[src/rtl/dcg_pkg.sv]
`default_nettype none
package dcg_pkg;
  // Register byte addresses
  localparam logic [7:0] CLK_MODE_ADDR = 8'h00;
  localparam logic [7:0] BANK_SW_ADDR = 8'h04;
  localparam logic [7:0] STATUS_ADDR = 8'h08;
  // Clock mode register fields
  localparam int MULT_LSB = 4;
  localparam int MULT_W = 4;
  localparam int FRAC_LSB = 2;
  localparam int FRAC_W = 2;
  localparam int PLL_ON_BIT = 1;
  localparam int DIV4_BIT = 0;
  // Bank switch register field: clock output divide select
  localparam int OUT_DIV_LSB = 0;
  localparam int OUT_DIV_W = 2;
  localparam logic [1:0] OUT_DIV_NONE = 2'h0;
  localparam logic [1:0] OUT_DIV_BY2 = 2'h1;
  localparam logic [1:0] OUT_DIV_BY4 = 2'h2;
  localparam logic [1:0] OUT_DIV_RESET = OUT_DIV_BY4;
  // Status bits
  localparam int LOCK_BIT = 0;
  localparam int OSC_BIT = 1;
  localparam int PINS_LSB = 4;
  // Mode pin patterns (a,b,c)
  localparam logic [2:0] PINS_DIV2_LO = 3'h0;
  localparam logic [2:0] PINS_DIV4 = 3'h5;
  localparam logic [2:0] PINS_DIV2_HI = 3'h7;
  localparam logic [2:0] PINS_OSC_DIV2 = 3'h7;
  localparam logic [3:0] MULT_RESET = 4'h1;
  // Timing
  localparam int CLK_MHZ = 125;
  localparam int LOCK_TIME_MS = 30;
  localparam longint LOCK_CYCLES = longint'(LOCK_TIME_MS) * CLK_MHZ * 1000;
  // AHB
  localparam logic [1:0] HTRANS_NONSEQ = 2'h2;
  localparam logic [1:0] HTRANS_SEQ = 2'h3;

  typedef struct packed {
    logic [3:0] mult;
    logic [1:0] frac;
    logic pll_on;
    logic div4;
  } dcg_mode_type;

  typedef enum logic [1:0] {
    DCG_LOCK_IDLE,
    DCG_LOCK_WAIT,
    DCG_LOCK_DONE
  } dcg_lock_state_type;
endpackage
`default_nettype wire

[src/rtl/dcg_clock_gen.sv]
// Design decisions made here: register access over AHB-Lite and the register offsets.
`default_nettype none
module dcg_clock_gen #(
  parameter longint LOCK_CYCLES = dcg_pkg::LOCK_CYCLES
) (
  // Clock and reset
  input wire logic REF_CLK_IN,
  input wire logic RST_N_IN,
  // Mode pins
  input wire logic CLOCK_MODE_PIN_A_IN,
  input wire logic CLOCK_MODE_PIN_B_IN,
  input wire logic CLOCK_MODE_PIN_C_IN,
  // AHB-Lite slave
  input wire logic HSEL_IN,
  input wire logic [31:0] HADDR_IN,
  input wire logic [1:0] HTRANS_IN,
  input wire logic HWRITE_IN,
  input wire logic [2:0] HSIZE_IN,
  input wire logic [31:0] HWDATA_IN,
  input wire logic HREADY_IN,
  output logic [31:0] HRDATA_OUT,
  output logic HREADYOUT_OUT,
  output logic HRESP_OUT,
  // Clock outputs
  output logic MACHINE_CLK_EN_OUT,
  output logic MACHINE_CLOCK_OUTPUT_OUT,
  output logic CRYSTAL_OSC_EN_OUT,
  output logic PLL_LOCKED_OUT,
  output logic [3:0] PLL_MULT_OUT,
  output logic [1:0] PLL_FRAC_OUT
);
  // Mode, pin latch and bus write state
  dcg_pkg::dcg_mode_type mode_q, mode_d;
  logic [1:0] out_sel_q, out_sel_d;
  logic [2:0] pins_q, pins_d;
  logic latch_pend_q, latch_pend_d;
  logic osc_en_q, osc_en_d;
  logic wr_pend_q, wr_pend_d;
  logic [7:0] wr_addr_q, wr_addr_d;
  // Address phase taken this cycle
  logic addr_ok;
  // Pulse that restarts the lock timer
  logic restart;

  // Read data
  logic [31:0] rdata_q, rdata_d;

  // Lock timer
  dcg_pkg::dcg_lock_state_type lock_st_q, lock_st_d;
  logic [63:0] lock_cnt_q, lock_cnt_d;

  // Machine clock enable
  logic [1:0] mdiv_q, mdiv_d;
  logic mclk_en_q, mclk_en_d;
  logic [5:0] phase_q, phase_d;
  logic [7:0] frac_acc_q, frac_acc_d;

  // Clock output divider
  logic [1:0] odiv_q, odiv_d;
  logic machine_clock_output_q, machine_clock_output_d;

  // Two-bit wrapping step shared by both dividers
  function automatic logic [1:0] step2(input logic [1:0] v);
    return v + 2'h1;
  endfunction

  function automatic logic is_locked(input dcg_pkg::dcg_lock_state_type s);
    return s == dcg_pkg::DCG_LOCK_DONE;
  endfunction

  // Reset-time mode from the latched pin pattern
  function automatic dcg_pkg::dcg_mode_type mode_from_pins(input logic [2:0] p);
    dcg_pkg::dcg_mode_type m;
    m = '0;
    m.mult = dcg_pkg::MULT_RESET;
    unique case (p)
      dcg_pkg::PINS_DIV2_LO, dcg_pkg::PINS_DIV2_HI: begin
        m.pll_on = 1'b0;
        m.div4 = 1'b0;
      end
      dcg_pkg::PINS_DIV4: begin
        m.pll_on = 1'b0;
        m.div4 = 1'b1;
      end
      // Unlisted patterns run the loop at x1
      default: begin
        m.pll_on = 1'b1;
      end
    endcase
    return m;
  endfunction

  // Register read mux; unmapped offsets read zero
  function automatic logic [31:0] read_reg(input logic [7:0] a, input dcg_pkg::dcg_mode_type m,
                                           input logic [1:0] dv, input logic lk, input logic osc,
                                           input logic [2:0] p);
    logic [31:0] r;
    r = '0;
    unique case (a)
      dcg_pkg::CLK_MODE_ADDR: r[7:0] = m;
      dcg_pkg::BANK_SW_ADDR: r[dcg_pkg::OUT_DIV_LSB +: dcg_pkg::OUT_DIV_W] = dv;
      dcg_pkg::STATUS_ADDR: begin
        r[dcg_pkg::LOCK_BIT] = lk;
        r[dcg_pkg::OSC_BIT] = osc;
        r[dcg_pkg::PINS_LSB +: $bits(p)] = p;
      end
      default: r = '0;
    endcase
    return r;
  endfunction

  // Bus decode and register writes
  always_comb begin
    addr_ok = HSEL_IN && HREADY_IN && HTRANS_IN[1];
    mode_d = mode_q;
    out_sel_d = out_sel_q;
    pins_d = pins_q;
    latch_pend_d = 1'b0;
    osc_en_d = osc_en_q;
    restart = 1'b0;
    wr_pend_d = addr_ok && HWRITE_IN;
    wr_addr_d = addr_ok ? HADDR_IN[7:0] : wr_addr_q;
    // Pin latch outranks a bus write in the first cycle after reset
    if (latch_pend_q) begin
      pins_d = {CLOCK_MODE_PIN_A_IN, CLOCK_MODE_PIN_B_IN, CLOCK_MODE_PIN_C_IN};
      mode_d = mode_from_pins(pins_d);
      osc_en_d = (pins_d == dcg_pkg::PINS_OSC_DIV2);
      restart = mode_d.pll_on;
    end else if (wr_pend_q) begin
      if (wr_addr_q == dcg_pkg::CLK_MODE_ADDR) begin
        mode_d = dcg_pkg::dcg_mode_type'(HWDATA_IN[7:0]);
        // A zero multiplier with the loop on is forced to one
        if (mode_d.pll_on && mode_d.mult == '0) mode_d.mult = dcg_pkg::MULT_RESET;
        restart = mode_d.pll_on;
      end else if (wr_addr_q == dcg_pkg::BANK_SW_ADDR) begin
        out_sel_d = HWDATA_IN[dcg_pkg::OUT_DIV_LSB +: dcg_pkg::OUT_DIV_W];
      end
    end
  end

  // Read data captured in the address phase
  always_comb begin
    rdata_d = rdata_q;
    if (addr_ok && !HWRITE_IN) begin
      rdata_d = read_reg(HADDR_IN[7:0], mode_q, out_sel_q, is_locked(lock_st_q), osc_en_q, pins_q);
    end
  end

  // Lock timer
  always_comb begin
    lock_st_d = lock_st_q;
    lock_cnt_d = lock_cnt_q;
    if (restart) begin
      lock_st_d = dcg_pkg::DCG_LOCK_WAIT;
      lock_cnt_d = '0;
    end else if (!mode_q.pll_on) begin
      // Leaving PLL mode drops lock at once
      lock_st_d = dcg_pkg::DCG_LOCK_IDLE;
    end else begin
      unique case (lock_st_q)
        dcg_pkg::DCG_LOCK_IDLE: lock_st_d = dcg_pkg::DCG_LOCK_IDLE;
        dcg_pkg::DCG_LOCK_WAIT: begin
          lock_cnt_d = lock_cnt_q + 64'h1;
          if (lock_cnt_q >= 64'(LOCK_CYCLES) - 64'h1) lock_st_d = dcg_pkg::DCG_LOCK_DONE;
        end
        // Timer holds at terminal count until a clock mode write with pll_on set, or until pll_on is cleared
        dcg_pkg::DCG_LOCK_DONE: lock_st_d = dcg_pkg::DCG_LOCK_DONE;
        default: lock_st_d = dcg_pkg::DCG_LOCK_IDLE;
      endcase
    end
  end

  // Machine clock enable: divide or multiply-path rate
  always_comb begin
    logic [7:0] step;
    step = {mode_q.mult, mode_q.frac, 2'h0};
    mdiv_d = mdiv_q;
    mclk_en_d = 1'b0;
    phase_d = phase_q;
    frac_acc_d = frac_acc_q;
    if (mode_q.pll_on) begin
      // Reference rate scaled by N/16 as a full-rate fraction stand-in
      {mclk_en_d, frac_acc_d} = {1'b0, frac_acc_q} + {1'b0, step};
    end else begin
      // Bypass: one pulse per two or four reference edges
      mdiv_d = step2(mdiv_q);
      if (mode_q.div4) begin
        mclk_en_d = (mdiv_q == 2'h3);
      end else begin
        mclk_en_d = mdiv_q[0];
      end
    end
  end

  // Clock output divider
  always_comb begin
    odiv_d = odiv_q;
    machine_clock_output_d = machine_clock_output_q;
    if (mclk_en_q) begin
      odiv_d = step2(odiv_q);
      unique case (out_sel_q)
        dcg_pkg::OUT_DIV_NONE: machine_clock_output_d = ~machine_clock_output_q;
        dcg_pkg::OUT_DIV_BY2: begin
          if (odiv_q[0]) machine_clock_output_d = ~machine_clock_output_q;
        end
        default: begin
          if (odiv_q == 2'h3) machine_clock_output_d = ~machine_clock_output_q;
        end
      endcase
    end
  end

  // Mode and bus state, held while the reference stops
  always_ff @(posedge REF_CLK_IN or negedge RST_N_IN) begin
    if (!RST_N_IN) begin
      mode_q <= '0;
      out_sel_q <= dcg_pkg::OUT_DIV_RESET;
      pins_q <= '0;
      latch_pend_q <= 1'b1;
      osc_en_q <= 1'b0;
      wr_pend_q <= 1'b0;
      wr_addr_q <= '0;
    end else begin
      mode_q <= mode_d;
      out_sel_q <= out_sel_d;
      pins_q <= pins_d;
      latch_pend_q <= latch_pend_d;
      osc_en_q <= osc_en_d;
      wr_pend_q <= wr_pend_d;
      wr_addr_q <= wr_addr_d;
    end
  end

  // Read data register
  always_ff @(posedge REF_CLK_IN or negedge RST_N_IN) begin
    if (!RST_N_IN) begin
      rdata_q <= '0;
    end else begin
      rdata_q <= rdata_d;
    end
  end

  // Lock timer state
  always_ff @(posedge REF_CLK_IN or negedge RST_N_IN) begin
    if (!RST_N_IN) begin
      lock_st_q <= dcg_pkg::DCG_LOCK_IDLE;
      lock_cnt_q <= '0;
    end else begin
      lock_st_q <= lock_st_d;
      lock_cnt_q <= lock_cnt_d;
    end
  end

  // Machine clock enable state
  always_ff @(posedge REF_CLK_IN or negedge RST_N_IN) begin
    if (!RST_N_IN) begin
      mdiv_q <= '0;
      mclk_en_q <= 1'b0;
      phase_q <= '0;
      frac_acc_q <= '0;
    end else begin
      mdiv_q <= mdiv_d;
      mclk_en_q <= mclk_en_d;
      phase_q <= phase_d;
      frac_acc_q <= frac_acc_d;
    end
  end

  // Clock output divider state
  always_ff @(posedge REF_CLK_IN or negedge RST_N_IN) begin
    if (!RST_N_IN) begin
      odiv_q <= '0;
      machine_clock_output_q <= 1'b0;
    end else begin
      odiv_q <= odiv_d;
      machine_clock_output_q <= machine_clock_output_d;
    end
  end

  // Bus handshake and clock outputs
  assign HRDATA_OUT = rdata_q;
  assign HREADYOUT_OUT = 1'b1;
  assign HRESP_OUT = 1'b0;
  assign MACHINE_CLK_EN_OUT = mclk_en_q;
  assign MACHINE_CLOCK_OUTPUT_OUT = machine_clock_output_q;
  assign CRYSTAL_OSC_EN_OUT = osc_en_q;
  assign PLL_LOCKED_OUT = is_locked(lock_st_q);
  assign PLL_MULT_OUT = mode_q.mult;
  assign PLL_FRAC_OUT = mode_q.frac;
  // Bus fields this slave does not decode, and the unused phase_q
  logic unused_ok;
  assign unused_ok = addr_ok ^ HSIZE_IN[0] ^ HTRANS_IN[0] ^ (|HADDR_IN[31:8]) ^ (|phase_q);
endmodule
`default_nettype wire

[config.mk]
export PLATFORM = sky130hd
export DESIGN_NAME = dcg_clock_gen
export DESIGN_NICKNAME = d
export VERILOG_FILES = /design/src/rtl/dcg_pkg.sv /design/src/rtl/dcg_clock_gen.sv
export SDC_FILE = /design/constraint.sdc
export NUM_CORES = 1
export LEC_CHECK = 0
export ABC_AREA = 0
export BUFFER_PORTS_ARGS = -buffer_cell sky130_fd_sc_hd__buf_2
export CORE_MARGIN = 2
export CORE_UTILIZATION = 36
export CTS_CLUSTER_SIZE = 40
export DETAILED_ROUTE_END_ITERATION = 8
export PLACE_DENSITY = 0.69
export SYNTH_ARGS = -nofsm -noshare
export SYNTH_HDL_FRONTEND = slang
export SYNTH_SLANG_ARGS = --single-unit
[constraint.sdc]
create_clock -name REF_CLK_IN -period 2.15 [get_ports REF_CLK_IN]
set_input_delay 0.1075 -clock REF_CLK_IN [delete_from_list [all_inputs] [get_ports REF_CLK_IN]]
set_output_delay 0.1075 -clock REF_CLK_IN [all_outputs]
set_load 0.05 [all_outputs]
* Yosys cells after proc, flatten, opt, wreduce, memory -nomap -nowiden
Index checks and enable logic that the tools add are counted.
** Storage, ports and cells
- Flip-flop bits (word level) :: 112
- Word-level logic and storage cells :: 84
- Output and inout port bits :: 44
** Cells by class
- Order comparisons :: 1
- Muxes and demuxes :: 25
- Reduce and logical (&&, ||, !) cells :: 21
- Eq/ne operators :: 12
- Bitwise operators :: 3
- $add $sub $neg :: 4
** Operators by type and width (number)
- two-way mux 64 bit :: 3
- adder 64 x 1 -> 64 bit (second input constant) :: 1
- >= comparator 64 x 22 -> 1 bit (second input constant) :: 1
- two-way mux 8 bit :: 3
- equality test 8 x 3 -> 1 bit (second input constant) :: 2
- zero test 8 bit :: 2
- two-way mux 1 bit :: 10
- adder 8 x 8 -> 9 bit :: 1
- equality test 8 x 4 -> 1 bit (second input constant) :: 1
- two-way mux 2 bit :: 4
- nonzero test 2 bit :: 4
- equality test 2 bit (second input constant) :: 3
- equality test 3 bit (second input constant) :: 2
- case mux 2 bit (3 select lines) :: 1
- case mux 3 bit (2 select lines) :: 1
- logical AND 1 bit :: 5
- adder 2 x 1 -> 2 bit (second input constant) :: 2
- equality test 2 x 1 -> 1 bit (second input constant) :: 2
- zero test 4 bit :: 1
- two-way mux 4 bit :: 1
- inequality test 4 bit (second input constant) :: 1
- case mux 2 bit (2 select lines) :: 1
- AND reduction 2 bit :: 2
- AND reduction 4 bit :: 1
- other kinds (9) :: 11

* Depth between registers and ports, before layout
Gate-level depths: netlist of the first run.
- Word-level depth :: 6
- Gate-level depth with buffers :: 9
- Mapped depth without buffers :: 8

* Worst setup path after synthesis of the first run
OpenSTA, ideal clock, no wires.
- Path kind :: register to register
- Start point :: reg wr_addr_q[4]
- End point :: reg lock_cnt_q[51]
- Buffers on the path :: 3
- Clock period less this slack :: 2.079 ns
- Setup slack :: 0.071 ns
- Arrival time :: 1.955 ns
- Data required time :: 2.026 ns
- Setup time :: 0.124 ns
- Cell stages (with the launch flop) :: 9
- Cell sequence :: dfrtp_1 -> or4b_4 -> or3_1 -> buf_6 -> o21a_1 -> buf_6 -> buf_8 -> o211ai_1 -> nand2_1
** On the way
- Word-level cells in the longest chain between the ends :: 6
- Elaborated cells on any way between the ends :: 8
- Those cells by class :: 4 x mux; 4 x reduce/logical
** Ends and longest elaborated chain
- start, declared :: RTL line dcg_clock_gen.sv:39 : logic [7:0] wr_addr_q, wr_addr_d;
- start signal, assigned :: RTL line dcg_clock_gen.sv:230 : wr_addr_q <= wr_addr_d;
- zero test 8 bit (*) :: RTL line dcg_clock_gen.sv:130 : if (wr_addr_q == dcg_pkg::CLK_MODE_ADDR) begin
- two-way mux 1 bit (*) :: RTL line dcg_clock_gen.sv:130
- two-way mux 1 bit (*) :: RTL line dcg_clock_gen.sv:129 : end else if (wr_pend_q) begin
- two-way mux 1 bit (*) :: RTL line dcg_clock_gen.sv:124 : if (latch_pend_q) begin
- nonzero test 2 bit (no source line)
- AND reduction 2 bit (no source line)
- end signal, assigned :: RTL line dcg_clock_gen.sv:250 : lock_cnt_q <= lock_cnt_d;
- end, declared :: RTL line dcg_clock_gen.sv:50 : logic [63:0] lock_cnt_q, lock_cnt_d;
Every way passes the cells marked *; elsewhere a longest branch is shown, timed or not.
A chain may end at the register's enable or synchronous reset.

* Final worst setup path of the first run
- Start point :: reg lock_cnt_q[30]
- End point :: reg lock_cnt_q[59]
** On the way
- Word-level cells in the longest chain between the ends :: 4
** Ends and longest elaborated chain
- adder 64 x 1 -> 64 bit :: RTL line dcg_clock_gen.sv:163 : lock_cnt_d = lock_cnt_q + 64'h1;
- two-way mux 64 bit :: RTL line dcg_clock_gen.sv:160 : unique case (lock_st_q)
- two-way mux 64 bit :: RTL line dcg_clock_gen.sv:156 : end else if (!mode_q.pll_on) begin
- two-way mux 64 bit :: RTL line dcg_clock_gen.sv:153 : if (restart) begin
No other way between the ends. The select of a mux whose other input is x is not followed.

==> results of run 1 <==
power by group through the flow:
stage          clock network, mW  logic, mW  registers [mW]
6_report                    1.69      0.882            2.35
5_1_grt                     1.81      0.985            2.37
4_1_cts                     1.73      0.871            2.35
3_5_place_dp                   0      0.840            2.38
3_3_place_gp                   0      0.810            2.38
2_1_floorplan                  0      0.611            2.42
Yosys cell counts, drive strengths merged (11+ instances only):
master	number	share of area, %
mux2	17	3.1
xnor2	16	2.3
or4	20	2.4
inv	21	1.3
nand3	35	2.8
o211ai	18	2.4
nor4	26	3.3
nand2	53	3.2
o21ai	20	1.8
xor2	27	3.8
dfrtp	108	44
nor2	70	4.3
buf	46	6.0
mux2i	14	2.3
ha	11	2.2
nand4	33	3.9
registers in the layout, summed over array words and instances, names as in the netlist, 2 cells and up:
signal / cells
wr_addr_q: 8
PLL_MULT_OUT: 4
mode_q: 2
mdiv_q: 2
out_sel_q: 2
lock_cnt_q: 64
odiv_q: 2
HRDATA_OUT: 8
PLL_FRAC_OUT: 2
pins_q: 3
lock_st_q: 2
frac_acc_q: 6
kinds of logic (layout without fill, tap and decap cells):
| family | after synthesis | in the layout | synth area share (%) |
|---|---|---|---|
| adders and majority gates | 12 | 12 | 2.554 |
| DFF | 110 | 110 | 44.64 |
| buffers and inverters | 77 | 167 | 7.926 |
| muxes | 31 | 31 | 5.372 |
| other | 2 | 27 | 0.1217 |
| xor gates and xnor gates | 43 | 43 | 6.102 |
| AOI/OAI and AO/OA | 68 | 68 | 7.582 |
| and+or+nand+nor | 288 | 288 | 25.70 |
area by class of cell:
type,instances,area [um^2]
Clock buffer,9,225.2
Clock inverter,7,71.32
Fill cell,1599,9193
Inverter,21,78.83
Multi-Input combinational cell,469,3110
Sequential cell,110,2755
Tap cell,220,275.3
Timing Repair Buffer,130,992.2
layer usage:
metal | wire length, um | share of wire (%) | vias up
met4 | 179 | 1.3 | 0
met1 | 6558 | 46 | 2450
met3 | 535 | 3.8 | 14
met5 | 0 | 0 | -
met2 | 6949 | 49 | 113
li1 | - | - | 2437
repair_timing:
item                                    CTS  global route
buffers inserted                          0             7
endpoints found under the setup margin    7            60
pin swaps                                 4            11
hold endpoints to repair                 39             0
gates resized for setup                   5            20
gates cloned                              1             1
hold buffers                             11             0
worst max-delay path by stage:
stage | from | end | slack [ps] | depth (start not counted)
after floorplan | wr_addr_q[4] | lock_cnt_q[51] | 70 | 8
after global placement | lock_st_q[1] | lock_cnt_q[59] | -20 | 8
after detailed placement | lock_st_q[1] | lock_cnt_q[59] | -40 | 8
after CTS | lock_st_q[1] | lock_cnt_q[59] | -40 | 8
after global routing | lock_cnt_q[30] | lock_cnt_q[59] | -90 | 7
final | lock_cnt_q[30] | lock_cnt_q[59] | 20 | 7
worst max-delay path, stage by stage (launching register included):
cell	delay, ps
dfrtp_1	430
nand3_1	130
nor4_2	400
buf_4	170
nand4b_1	120
buf_4	180
or4_4	470
a21oi_1	150
==> summary.txt, run 1 <==
Outcome
  • Status: finished clean

STA
  • Hold slack: ~12 ps
  • Slew Viols, Final: 0
  • Worst Skew: 12.71 ps
  • RSZ-0062 raised after global routing: yes
  • Final setup fails: 0
  • Setup tns final: 0 ps
  • Tcrit/Tclk final: 98.99%
  • Peak Freq: approximately 470 MHz
  • Min cycle time layout: roughly 2100 ps
  • Hold Violations, Final: 0
  • Final Worst Setup Slack: 21.68 ps

Power and ir drop
  • Switching power: roughly 1.5 mW
  • Leakage: about 3.4 nW
  • P_int: ~3.4 mW
  • P per Cell Area: roughly 660 nW/um^2
  • Maximum vdd drop: roughly 540 uV
  • Sw Share: 30.37%
  • Clock share of power: between 30% and 40%
  • Flop pwr share: between 40% and 50%
  • Final Power: 4.918 mW
  • Part of the power in combinational logic: ~18%

CTS
  • TritonCTS Buffers: 9
  • Max clock buf depth: 2
  • Worst-path clk slew: around 80 ps
  • CTS tree: built
  • CTS root buf: clkbuf_16
  • Worst skew pair latency: between 300 and 400 ps
  • # clock sinks: 110
  • H-tree depth: 3

Synthesis
  • Synth async-reset ratio: 100.0%
  • Synth Warn #: 0
  • Mapped Area: between 6000 and 7000 um^2
  • Mapped Cells: ~630
  • Post-synthesis sequential area ratio: between 40% and 50%
  • Synth unique cells: between 60 and 70
  • Top_reg_cell synth: dfrtp_1
  • Yosys reg bits: 110
  • Mean post-synth cell area: 9.782 um^2
  • Number of synthesized flops with an enable pin: 0

Global routing
  • Largest net degree at the start of global routing: 37
  • First-pass GRT wire length: 23530 um
  • Initial antenna violation count: 0
  • Global route hottest layer: met2
  • Met3 usage: approximately 2.4%
  • Met1 Use GR: a little over a fifth
  • Congestion Overflow GR: 0
  • All-Layer GR Usage: 15.91%
  • Vias in the first global route: a little under 5000
  • Met2 usage: between 20% and 30%

Worst hold path
  • Hold path start: HADDR_IN[0]
  • Worst min-delay path class: in -> reg
  • Hold Path End: wr_addr_q[0]
  • Hold depth: 2

Floorplan
  • Num ports: about 120
  • Die height: 134.9 um
  • Die width: 134.9 um
  • Die area: 18210 um^2
  • Core area: approximately 17000 um^2
  • Rows: between 40 and 50
  • Initial Util: about 37%

Detailed routing
  • Iter 0 DRT Violations: 312
  • DRC Markers: 0
  • Vias: 5014
  • TritonRoute pass-1 iters: 5
  • Total routed wirelength: between 10000 and 15000 um
  • Via density: between 5 and 6
  • WL/cell: between 10 and 15 um
  • Antenna-violating nets left: 0

Finish
  • Fraction of layout cells with a size suffix above 1: about a quarter
  • Most frequent cells in the layout: dfrtp_1, buf_4, nor2_1
  • Commonest non-fill, non-tap cell in the layout: dfrtp_1
  • Final net count: just over 800
  • Final Non-Filler Cells: 966
  • Antenna diode count: 0
  • Area delta synth->final: 21.65%
  • Util after Layout: approximately 45%
  • Fin area: roughly 7500 um^2

Placed design
  • Gpl congestion: 0.8184
  • Post-place setup slack: -38.41 ps
  • Area after DPL: a little under 7000 um^2
  • Buffers added on ports: 42
  • Placed Instances: 930
  • HPWL Detailed: 9854 um

Setup path
  • R2R Path End: lock_cnt_q[59]
  • Crit. End Element: register
  • Critical path class: reg -> reg
  • Setup slack, reg-to-reg: 20 ps
  • Crit Reg-Reg Startpoint: lock_cnt_q[30]
  • Maximum fanout along the worst path: 5
  • Worst Setup Start Kind: register
  • Critical Path AT: ~2400 ps
  • Cell count of the worst reg-to-reg path: 7
  • WP data required: 2440 ps

Job
  • Max Cap Viol: 0
Note: power is estimated with default switching activity, not from simulation.
==> inputs of run 2 (changes only) <==
GPL_TIMING_DRIVEN = 0   (was unset)
==> summary.txt, run 2 (synthesis results as in run 1) <==
Outcome
  • Status: finished clean

Setup path
  • Crit. End Element: register
  • Most used cell, CP: nand4_1
  • Critical Path AT: 2450 ps
  • Maximum fanout along the worst path: 5
  • WP data required: approximately 2500 ps
  • CP Launch Point: lock_cnt_q[44]
  • Crit Reg-Reg Startpoint: lock_cnt_q[44]
  • Critical path's top delay family: simple AND/OR/NAND/NOR gates
  • Max incr delay on CP: roughly 460 ps
  • Critical path class: reg -> reg
  • CP bufs+invs: 1
  • Worst Setup Start Kind: register
  • Crit-path cells: nand4_1 -> nor4_2 -> nand4_1 -> buf_4 -> or4_1 -> nand2_1
  • Crit path max-delay cell type: dfrtp_1

Power and ir drop
  • Maximum vdd drop: around 380 uV
  • Leakage: approximately 3.6 nW
  • P per Cell Area: 649.0 nW/um^2
  • Final Power: roughly 5 mW

Floorplan
  • Die width: ~130 um
  • Die height: around 130 um
  • Initial Util: between 30% and 40%
  • Die area: around 18000 um^2
  • Num ports: between 100 and 150
  • Rows: between 40 and 50
  • Core area: 16700 um^2

Detailed routing
  • Vias: between 5000 and 6000
  • Total routed wirelength: 14420 um
  • Iter 0 DRT Violations: roughly 230
  • Via density: between 5 and 6
  • DRC Markers: 0
  • Antenna-violating nets left: 0
  • WL/cell: 14.74 um
  • TritonRoute pass-1 iters: 5

CTS
  • Worst-path clk slew: roughly 80 ps
  • # clock sinks: 110
  • Worst skew pair latency: 370 ps
  • CTS tree: built
  • H-tree depth: 3
  • TritonCTS Buffers: 9
  • CTS root buf: clkbuf_16
  • Max clock buf depth: 2

Global routing
  • Congestion Overflow GR: 0
  • First-pass GRT wire length: 23570 um
  • All-Layer GR Usage: approximately 16%
  • Largest net degree at the start of global routing: 64
  • Initial antenna violation count: 1
  • Vias in the first global route: ~4800

Placed design
  • Placed Instances: between 900 and 1000
  • Buffers added on ports: about 40
  • Area after DPL: between 6000 and 7000 um^2
  • Gpl congestion: around 0.85
  • HPWL Detailed: 9827 um
  • Post-place setup slack: -391.2 ps

STA
  • Min cycle time layout: about 2100 ps
  • Hold slack: approximately 9.9 ps
  • Worst Max-Slew Pin Slew: ~840 ps
  • Slew Viols, Final: 0
  • Final Worst Setup Slack: 12.71 ps
  • Final setup fails: 0
  • Worst Skew: about 11 ps
  • Peak Freq: roughly 470 MHz
  • RSZ-0062 raised after global routing: yes
  • Setup tns final: 0 ps
  • Slew margin rel.: between 40% and 50%
  • Tcrit/Tclk final: ~99%
  • Hold Violations, Final: 0

Finish
  • Area delta synth->final: 24.67%
  • Fraction of layout cells with a size suffix above 1: between 20% and 30%
  • Final Non-Filler Cells: just under 1000
  • Final net count: approximately 840
  • Most frequent cells in the layout: dfrtp_1, nor2_1, buf_4
  • Top reg by flops: lock_cnt_q
  • Max reg flops: 64
  • Fin area: slightly below 8000 um^2
  • Util after Layout: between 40% and 50%
  • Commonest non-fill, non-tap cell in the layout: dfrtp_1

Job
  • Max Cap Viol: 0

Worst hold path
  • Worst min-delay path class: in -> reg
  • Hold path start: HWDATA_IN[5]
run 2: cell types whose count changed in the layout (fill, tap and decap cells not counted), sizes merged:
cell,before,now
clkbuf,10,20
dlygate4sd3,11,13
inv,25,26
diode,0,1
buf,118,117
clkinv,2,1
run 2: cell type report:
class                           count  area, um^2
Timing Repair Buffer               86       631.9
Multi-Input combinational cell    469        3206
Clock inverter                      7       72.57
Antenna cell                        1       2.502
Fill cell                        1588        9006
Inverter                           21       78.83
Tap cell                          220       275.3
Clock buffer                        9       225.2
Buffer                             55       445.4
Sequential cell                   110        2758
run 2: worst min-delay path, stage by stage:
cell and delay (ps):
buf_2 90, mux2i_1 60, nor2_1 80
run 2: repair_timing:
item / 4_1_cts / 5_1_grt
endpoints found under the setup margin: 66 / 69
resized for setup: 23 / 29
pin swaps: 11 / 18
hold buffers: 13 / 0
endpoints found under the hold margin: 74 / 0
setup buffers: 15 / 15
cloned: 0 / 1
run 2: layer usage:
metal  vias to the layer above  part of all wire, %  wire length (um)  global-route usage, %
met5                         -                    0                 0                      0
met4                         0                  2.1               309                  6.250
met2                       124                   48              6937                  26.31
met1                      2453                   46              6620                  21.54
met3                        25                  3.8               550                  2.027
li1                       2452                    -                 -                      -
run 2: final timing paths:
path                                                  to  slack (ps)  cells past startpoint
worst max-delay path                      lock_cnt_q[58]          10                      6
worst min-delay path                     PLL_MULT_OUT[1]          10                      3
worst max register to register            lock_cnt_q[58]          10                      6
worst min register to register  MACHINE_CLOCK_OUTPUT_OUT         460                      1
max in group asynchronous                   latch_pend_q         970                      3
min in group asynchronous                  HRDATA_OUT[5]         420                      2
run 2: where the power goes:
group / switching, mW / leakage (nW) / internal, mW
Combinational: 0.537 / 1.95 / 0.422
Sequential: 0.110 / 1.46 / 2.23
Clock: 0.866 / 0.144 / 0.827
Total: 1.51 / 3.55 / 3.48
